## src/design/frt_pkg.sv

```systemverilog
// package for the free-running timer counter block
// assumes a 32-bit apb slave at 40 mhz; offsets are byte addresses
package frt_pkg;
    // register byte offsets
    localparam logic [7:0] OFF_CNT_HIGH = 8'h00;
    localparam logic [7:0] OFF_CNT_LOW = 8'h04;
    localparam logic [7:0] OFF_ALT_HIGH = 8'h08;
    localparam logic [7:0] OFF_ALT_LOW = 8'h0C;
    localparam logic [7:0] OFF_CTRL = 8'h48;
    localparam logic [7:0] OFF_STATUS = 8'h4C;
    localparam logic [7:0] OFF_IRQ_EN = 8'h50;
    localparam logic [7:0] OFF_IRQ_CLR = 8'h54;
    // field positions
    localparam int CTRL_OVF_IE_BIT = 5;
    localparam int STATUS_OVF_BIT = 5;
    localparam int IRQ_OVF_BIT = 0;
    // reset values and timing
    localparam logic [15:0] CNT_PRESET = 16'hFFFC;
    localparam logic [15:0] CNT_TOP = 16'hFFFF;
    localparam logic [1:0] PRESCALE_LAST = 2'h3;
    localparam int STARTUP_CYCLES = 4064;
    localparam logic [12:0] STARTUP_W = 13'(STARTUP_CYCLES);
endpackage

```

## src/design/frt_timer.sv

```systemverilog
// free-running 16-bit timer counter with byte-pair read views
// assumes an apb master on pclk; presetn is the device reset
// How it works
// counter steps once per four pclk cycles through fixed prescaler.
// any reset loads counter with fffc.
// after power-on, counter holds preset until startup delay ends.
// byte reads never change counter value or sequence.
// primary byte locations are read-only; writes ignored.
// primary low byte reads live until a high byte read.
// high byte read latches low byte once until low byte read.
// wrap from ffff to 0000 sets overflow flag.
// interrupt requested while overflow flag and its enable are set.
// flag cleared only by status read then primary low read.
// alternate byte pair shows same counter with same latching.
// alternate reads never touch flag or interrupts.
// writes to alternate bytes are ignored.
// high access suspends pair until low access completes it.
// status register reports flags; control register holds enables.
// software should mask interrupts across a two-byte read.
// flag stays set across rollovers; counter keeps running.
//
// Local design decisions: the APB interface to the registers and the address map.
`timescale 1ns/1ps
module frt_timer #(
    parameter int STARTUP = frt_pkg::STARTUP_CYCLES
) (
    input wire logic pclk,
    input wire logic presetn,
    input wire logic psel,
    input wire logic penable,
    input wire logic pwrite,
    input wire logic [7:0] paddr,
    input wire logic [31:0] pwdata,
    output logic [31:0] prdata,
    output logic pready,
    output logic pslverr,
    output logic irq,
    output logic timer_irq_req
);
    import frt_pkg::*;

    typedef struct packed {
        logic [15:0] count;
        logic [1:0] presc;
        logic [12:0] startup;
        logic running;
        logic [7:0] pri_low_hold;
        logic pri_latched;
        logic [7:0] alt_low_hold;
        logic alt_latched;
        logic overflow_flag;
        logic status_armed;
        logic overflow_irq_enable;
        logic irq_status;
        logic irq_enable;
        logic [31:0] rdata;
        logic ready;
        logic slverr;
        logic irq_out;
        logic tirq_out;
    } frt_state_t;

    frt_state_t st;
    frt_state_t next_st;
    logic access;
    logic rd;
    logic wr;
    logic tick;
    logic wrap;

    ////////////////////////////////////////////////////////////////////
    // bus strobes; one wait state, and the pready cycle is no new access,
    // so a held penable cannot repeat a latch or flag side effect
    assign access = psel && penable && !st.ready;
    assign rd = access && !pwrite;
    assign wr = access && pwrite;
    assign tick = st.running && (st.presc == PRESCALE_LAST);
    assign wrap = tick && (st.count == CNT_TOP);

    ////////////////////////////////////////////////////////////////////
    always_comb begin
        next_st = st;
        next_st.ready = 1'b0;
        next_st.slverr = 1'b0;
        // startup delay holds the counter at its preset
        if (!st.running) begin
            if (st.startup == 13'(STARTUP - 1)) begin
                next_st.running = 1'b1;
            end else begin
                next_st.startup = st.startup + 13'h0001;
            end
        end else begin
            next_st.presc = st.presc + 2'h1; // fixed divide by four
        end
        // count keeps going past every wrap
        if (tick) begin
            next_st.count = st.count + 16'h0001;
        end
        // apb access phase, answered with pready one cycle later
        if (access) begin
            next_st.ready = 1'b1;
            next_st.rdata = 32'h0000_0000;
        end
        // reads touch latches and the flag, never the count
        if (rd) begin
            if (paddr == OFF_CNT_HIGH) begin
                next_st.rdata[7:0] = st.count[15:8];
                if (!st.pri_latched) begin // first high read latches
                    next_st.pri_low_hold = st.count[7:0];
                    next_st.pri_latched = 1'b1; // suspends pair
                end
            end else if (paddr == OFF_CNT_LOW) begin
                // live low until high read latches
                next_st.rdata[7:0] = st.pri_latched ? st.pri_low_hold
                                                    : st.count[7:0];
                next_st.pri_latched = 1'b0; // low read completes
                if (st.status_armed) begin
                    next_st.overflow_flag = 1'b0;
                    next_st.status_armed = 1'b0;
                end
            end else if (paddr == OFF_ALT_HIGH) begin
                // alternate view, same latching, no flag effect
                next_st.rdata[7:0] = st.count[15:8];
                if (!st.alt_latched) begin
                    next_st.alt_low_hold = st.count[7:0];
                    next_st.alt_latched = 1'b1;
                end
            end else if (paddr == OFF_ALT_LOW) begin
                next_st.rdata[7:0] = st.alt_latched ? st.alt_low_hold
                                                    : st.count[7:0];
                next_st.alt_latched = 1'b0;
            end else if (paddr == OFF_CTRL) begin
                next_st.rdata[CTRL_OVF_IE_BIT] = st.overflow_irq_enable;
            end else if (paddr == OFF_STATUS) begin
                next_st.rdata[STATUS_OVF_BIT] = st.overflow_flag;
                // arm clearing only if the flag was seen set
                next_st.status_armed = st.overflow_flag;
            end else if (paddr == OFF_IRQ_EN) begin
                next_st.rdata[IRQ_OVF_BIT] = st.irq_enable;
            end else if (paddr == OFF_IRQ_CLR) begin
                next_st.rdata[IRQ_OVF_BIT] = st.irq_status;
            end else begin
                next_st.slverr = 1'b1;
            end
        end
        // counter views take no writes
        if (wr) begin
            if (paddr == OFF_CTRL) begin
                next_st.overflow_irq_enable = pwdata[CTRL_OVF_IE_BIT];
            end else if (paddr == OFF_IRQ_EN) begin
                next_st.irq_enable = pwdata[IRQ_OVF_BIT];
            end else if (paddr == OFF_IRQ_CLR) begin
                if (pwdata[IRQ_OVF_BIT]) begin
                    next_st.irq_status = 1'b0;
                end
            end else if (paddr == OFF_CNT_HIGH || paddr == OFF_CNT_LOW ||
                         paddr == OFF_ALT_HIGH || paddr == OFF_ALT_LOW ||
                         paddr == OFF_STATUS) begin
                next_st.slverr = 1'b0;
            end else begin
                next_st.slverr = 1'b1;
            end
        end
        // rollover sets flag; set wins over a same-cycle clear
        if (wrap) begin
            next_st.overflow_flag = 1'b1;
            next_st.irq_status = 1'b1;
        end
        // request while flag and enable both set
        next_st.tirq_out = next_st.overflow_flag &&
                           next_st.overflow_irq_enable;
        next_st.irq_out = next_st.irq_status && next_st.irq_enable;
    end

    ////////////////////////////////////////////////////////////////////
    // every reset presets the counter
    always_ff @(posedge pclk or negedge presetn) begin
        if (!presetn) begin
            st <= '0;
            st.count <= CNT_PRESET;
        end else begin
            st <= next_st;
        end
    end

    assign prdata = st.rdata;
    assign pready = st.ready;
    assign pslverr = st.slverr;
    assign irq = st.irq_out;
    assign timer_irq_req = st.tirq_out;
endmodule

```

## config.mk

```make
export PLATFORM = sky130hd
export DESIGN_NAME = frt_timer
export DESIGN_NICKNAME = d
export VERILOG_FILES = /design/src/design/frt_pkg.sv /design/src/design/frt_timer.sv
export SDC_FILE = /design/constraint.sdc
export NUM_CORES = 1
export LEC_CHECK = 0
export BUFFER_PORTS_ARGS = -buffer_cell sky130_fd_sc_hd__buf_2
export CAP_MARGIN = 30
export CORE_MARGIN = 3
export CORE_UTILIZATION = 56
export CTS_BUF_LIST = sky130_fd_sc_hd__clkbuf_2 sky130_fd_sc_hd__clkbuf_4 sky130_fd_sc_hd__clkbuf_8
export CTS_CLUSTER_DIAMETER = 30
export DETAILED_ROUTE_END_ITERATION = 12
export PLACE_DENSITY = 0.8
export SLEW_MARGIN = 30
export SYNTH_ARGS = -nofsm -noshare
export SYNTH_HDL_FRONTEND = slang
export SYNTH_SLANG_ARGS = --single-unit
```

## constraint.sdc

```tcl
create_clock -name pclk -period 2.4 [get_ports pclk]
set_input_delay 0.48 -clock pclk [delete_from_list [all_inputs] [get_ports pclk]]
set_output_delay 0.48 -clock pclk [all_outputs]
set_load 0.01 [all_outputs]
```

* Word-level counts from Yosys, hierarchy flattened
Index checks and enable logic that the tools add are counted.
** Cells by class
- Add/sub/neg operators :: 3
- Equality and inequality tests :: 13
- Multiplexer cells :: 56
- Bitwise gates (word level) :: 6
- Reduce and logical (&&, ||, !) cells :: 24
** Operators by type and width (number)
- $mux W8 :: 6
- $mux W1 :: 41
- $eq A8 B7 Y1 const B :: 4
- $mux W9 :: 2
- $add A16 B1 Y16 const B :: 1
- $eq A16 B16 Y1 const B :: 1
- $eq A8 B4 Y1 const B :: 2
- $add A13 B1 Y13 const B :: 1
- $eq A13 B12 Y1 const B :: 1
- $mux W2 :: 5
- $eq A8 B3 Y1 const B :: 1
- $logic_and A1 B1 Y1 :: 8
- $logic_not A8 Y1 :: 1
- $ne A2 B2 Y1 const B :: 3
- $not A1 Y1 :: 6
- $reduce_and A6 Y1 :: 1
- $reduce_bool A2 Y1 :: 3
- $reduce_and A5 Y1 :: 1
- $logic_or A1 B1 Y1 :: 4
- $mux W4 :: 1
- $reduce_and A2 Y1 :: 2
- $reduce_and A4 Y1 :: 1
- $mux W3 :: 1
- $reduce_and A3 Y1 :: 1
- other kinds (3) :: 4
** Word-level totals
- Bits in registers :: 67
- Input port bits :: 45
- Output and inout bits :: 36
- Word-level logic and storage cells :: 120

* Longest topological paths before layout
- Word-level depth :: 14
- Mapped depth :: 7
- Depth with buffers taken out :: 6

* Worst setup path after synthesis
No wires, ideal clock.
- Path kind :: in2reg
- From :: in paddr[1]
- To :: reg st[51] in the netlist's numbering
- Library setup time :: 125 ps
- Data arrival time :: 1907 ps
- Data required time :: 2275 ps
- Path slack :: 368 ps
- Stages :: 5
- Path buffers :: 1
- Cell sequence :: nor4_4 > nand3_2 > or4_1 > buf_6 > mux2_4
** On the way
- Cells in the longest elaborated chain, start to end :: 2
** Ends and longest elaborated chain
- from (decl) :: line frt_timer.sv:32 : input wire logic [7:0] paddr,
- $logic_not A8 Y1 :: line frt_timer.sv:106 : if (paddr == OFF_CNT_HIGH) begin
- $reduce_and A3 Y1 (no line)
- to (signal assigned) :: line frt_timer.sv:182 : st <= next_st;
- to (decl) :: line frt_timer.sv:63 : frt_state_t st;
No other way between the ends.
A chain may end at the register's enable or synchronous reset.

* Final worst setup path
- From :: reg st (netlist bit pready)
- To :: reg st[52] in the netlist's numbering
** On the way
- Cells in the longest elaborated chain, start to end :: 4
** Ends and longest elaborated chain
- $logic_not A1 Y1 :: line frt_timer.sv:74 : assign access = psel && penable && !st.ready;
- $logic_and A1 B1 Y1 :: line frt_timer.sv:74
- $logic_and A1 B1 Y1 :: line frt_timer.sv:75 : assign rd = access && !pwrite;
- $reduce_and A3 Y1 (no line)
No other way between the ends.

==> impl_metrics.env <==
export IMPL_post_dp_hpwl_um=4319
export IMPL_first_iter_violations=115
export IMPL_grt_pass1_vias=2349
export IMPL_dp_cells=414
export IMPL_crit_path_start_kind="flop"
export IMPL_clock_skew_ns=0.009700
export IMPL_path_class="flop to flop"
export IMPL_p_int_w=0.001777
export IMPL_rows=28
export IMPL_globalRouteOverflowTotal=0
export IMPL_swShare=0.2274
export IMPL_grt_max_degree=68
export IMPL_critPathBufInv=1
export IMPL_viasPerCell=5.374
export IMPL_htree_levels=3
export IMPL_vias=2311
export IMPL_cp_slowest_cell="or4_1"
export IMPL_antenna_found_initial=0
export IMPL_yosysSeqAreaShare=0.4832
export IMPL_synth_avg_cell_area_um2=10.69
export IMPL_drc=0
export IMPL_cts_buffers=9
export IMPL_crit_chain="and4bb_2, nand3_2, or4_1, buf_4, mux2_4"
export IMPL_io_pins=81
export IMPL_n_fill_cell=478
export IMPL_clock_sinks=67
export IMPL_die_w_um=85.13
export IMPL_dr_pass1_iters=4
export IMPL_finalMaxSlewViolations=0
export IMPL_diodes=0
export IMPL_power_switching_w=0.0005232
export IMPL_io_buffers=26
export IMPL_leakagePower_nw=1.794
export IMPL_final_cell_mix="dfrtp_1, nand2_1, buf_2"
export IMPL_combPwrFrac=0.048
export IMPL_fin_tns_setup_ns=0
export IMPL_layout_min_cycle_time_ns=1.906
export IMPL_crit_start="pready$_DFF_PN0_"
export IMPL_ys_warn_count=0
export IMPL_clk_latency_ns=0.35
export IMPL_cap_violations=0
export IMPL_final_nets=398
export IMPL_post_cts_buffers=0
export IMPL_detail_route_wl_per_cell_um=14.39
export IMPL_finalWirelength_um=6186
export IMPL_p_clk_frac=0.457
export IMPL_ctsResizeCount=0
export IMPL_seq_power_share=0.495
export IMPL_end_kind="flop"
export IMPL_yosysUniqueCellTypes=43
export IMPL_syn2layout_area_growth_pct=8.637
export IMPL_rsz0062_at_grt="false"
export IMPL_netlist_area_um2=3506
export IMPL_finalNonFillerCells=430
export IMPL_die_h_um=85.13
export IMPL_peakVddDrop_uv=412.0
export IMPL_holdBufCountCts=0
export IMPL_critPathTopFamily="simple AND/OR/NAND/NOR gates"
export IMPL_cts_tree="yes"
export IMPL_dieArea_um2=7246
export IMPL_relSlewSlack=0.6220
export IMPL_layout_commonest_cell="dfrtp_1"
export IMPL_setup_viol=0
export IMPL_start_util=0.5852
export IMPL_drtAntennaViolNets=0
export IMPL_cts_buffer_depth=2
export IMPL_fp_coreArea_um2=5991
export IMPL_timing_hold_violations_final=0
export IMPL_grt_pass1_wl_um=10670
export IMPL_min_path_type="primary input to async pin"
export IMPL_cts_root_buf="clkbuf_8"
export IMPL_seqCellArea_um2=1694
export IMPL_grtUsageTotal=0.1860
export IMPL_outcome="finished clean"
export IMPL_ys_ff_latch=67
export IMPL_r2r_start="pready$_DFF_PN0_"
export IMPL_cp_max_fo=9
export IMPL_gp_congestion=0.8119
export IMPL_cp_slowest_stage_delay_ns=0.41
export IMPL_netlist_instances=328
export IMPL_tightestPinTransition_ns=0.5670
export IMPL_cp_arrival_ns=2.14
export IMPL_required_ns=2.63
export IMPL_max_freq_mhz=524.8
export IMPL_p_per_area_nw_per_um2=604.0
export IMPL_drive_above_1_share=0.2423
export IMPL_layout_worst_path_cycle_share=0.7940
export IMPL_path_clk_slew_ns=0.07
export IMPL_multi_input_area_um2=1569
[path summary, 6_finish.rpt]
path	to	slack [ns]	cells past startpoint
worst max-delay path	st[52]$_DFFE_PN0P_	0.49	5
max in group asynchronous	st[80]$_DFFE_PN1P_	1.94	2
min in group pclk	st[38]$_DFF_PN0_	0.40	2
worst max register to register	st[52]$_DFFE_PN0P_	0.49	5
worst min-delay path	prdata[2]$_DFF_PN0_	0.12	2
worst min register to register	st[71]$_DFFE_PN0P_	0.47	1
[synthesized netlist by cell type]
| cell type | instances | area share |
|---|---|---|
| xor2_1 | 10 | 0.025 |
| dfrtp_1 | 53 | 0.38 |
| buf_1 | 1 | 0.0011 |
| mux2_4 | 7 | 0.030 |
| nand2_1 | 30 | 0.032 |
| ha_1 | 3 | 0.011 |
| nand3_1 | 12 | 0.017 |
| nand3_2 | 1 | 0.0029 |
| a31oi_1 | 1 | 0.0018 |
| and2_1 | 3 | 0.0054 |
| buf_6 | 1 | 0.0032 |
| nor2_1 | 11 | 0.012 |
| o21ai_0 | 15 | 0.021 |
| a221oi_1 | 1 | 0.0025 |
| inv_1 | 8 | 0.0086 |
| nand4b_1 | 2 | 0.0050 |
| a311oi_1 | 1 | 0.0025 |
| dfstp_2 | 14 | 0.10 |
| mux2_2 | 13 | 0.042 |
| clkbuf_1 | 9 | 0.0096 |
| buf_2 | 2 | 0.0029 |
| nor4_4 | 1 | 0.0061 |
| a21o_1 | 1 | 0.0021 |
| mux2i_1 | 18 | 0.051 |
| xnor2_1 | 19 | 0.047 |
| a21oi_1 | 11 | 0.016 |
| nor3b_1 | 1 | 0.0021 |
| a211oi_1 | 5 | 0.011 |
| a21boi_0 | 1 | 0.0021 |
| nor4_1 | 4 | 0.0071 |
| nor2b_1 | 6 | 0.011 |
| nand2b_1 | 1 | 0.0018 |
| nand4_1 | 6 | 0.011 |
| and3_1 | 7 | 0.012 |
| nand3b_1 | 1 | 0.0021 |
| or4_1 | 1 | 0.0021 |
| nor3_1 | 6 | 0.0086 |
| conb_1 | 1 | 0.0011 |
| o211a_1 | 1 | 0.0029 |
| o31ai_1 | 4 | 0.0086 |
| or3_1 | 2 | 0.0036 |
| buf_4 | 32 | 0.069 |
| and4bb_2 | 1 | 0.0036 |
[cells by family after synthesis]
kind of cell    count (synthesis)  synth area share
compound gates                 41           0.07031
xor+xnor                       29           0.07245
fa+ha+maj                       3           0.01071
buf+inv                        53           0.09386
flops                          67            0.4832
mux                            38            0.1231
other cells                     1          0.001070
simple gates                   96            0.1453
[routing by layer]
layer  up-vias  wire [um]  track usage
li1       1127          -            -
met1      1122       2787       0.2337
met2        47       2978       0.3008
met3        15        260      0.03786
met4         0        159       0.1022
met5         -          0            0
[flip-flops by register name (all words and copies together) (netlist names)]
signal / cells
prdata: 8
pslverr: 1
pready: 1
irq: 1
st: 55
timer_irq_req: 1
[power groups by stage]
stage | logic (W) | registers, W | clock network, W
6_report | 0.000111 | 0.00114 | 0.00105
5_1_grt | 0.000126 | 0.00114 | 0.00113
4_1_cts | 0.000112 | 0.00114 | 0.00108
3_5_place_dp | 0.000112 | 0.00116 | 0
3_3_place_gp | 0.000110 | 0.00116 | 0
2_1_floorplan | 0.0000881 | 0.00116 | 0
[metrics by stage]
step / hold slack [ns] / setup slack, ns / power [W] / util / cell area (um2)
3_3_place_gp: 0.4579 / 0.2797 / 0.001268 / 0.5980 / 3582
6_report: 0.1190 / 0.4944 / 0.002301 / 0.6358 / 3809
4_1_cts: 0.1388 / 0.4828 / 0.002328 / 0.6358 / 3809
2_1_floorplan: 0.1844 / 0.3677 / 0.001245 / - / 3592
3_5_place_dp: 0.4608 / 0.2749 / 0.001270 / 0.5980 / 3582
5_1_grt: 0.1543 / 0.3113 / 0.002392 / 0.6358 / 3809
[final cells by class]
| type | instances | share of cell area |
|---|---|---|
| clock inverters | 6 | 0.02332 |
| repair buffers | 33 | 0.05125 |
| flip-flops and latches | 67 | 0.4448 |
| inverters | 8 | 0.007884 |
| multi-input cells | 231 | 0.4120 |
| well taps | 75 | 0.02464 |
| clock buffers | 10 | 0.03614 |
(Power assumes the default switching activity.)
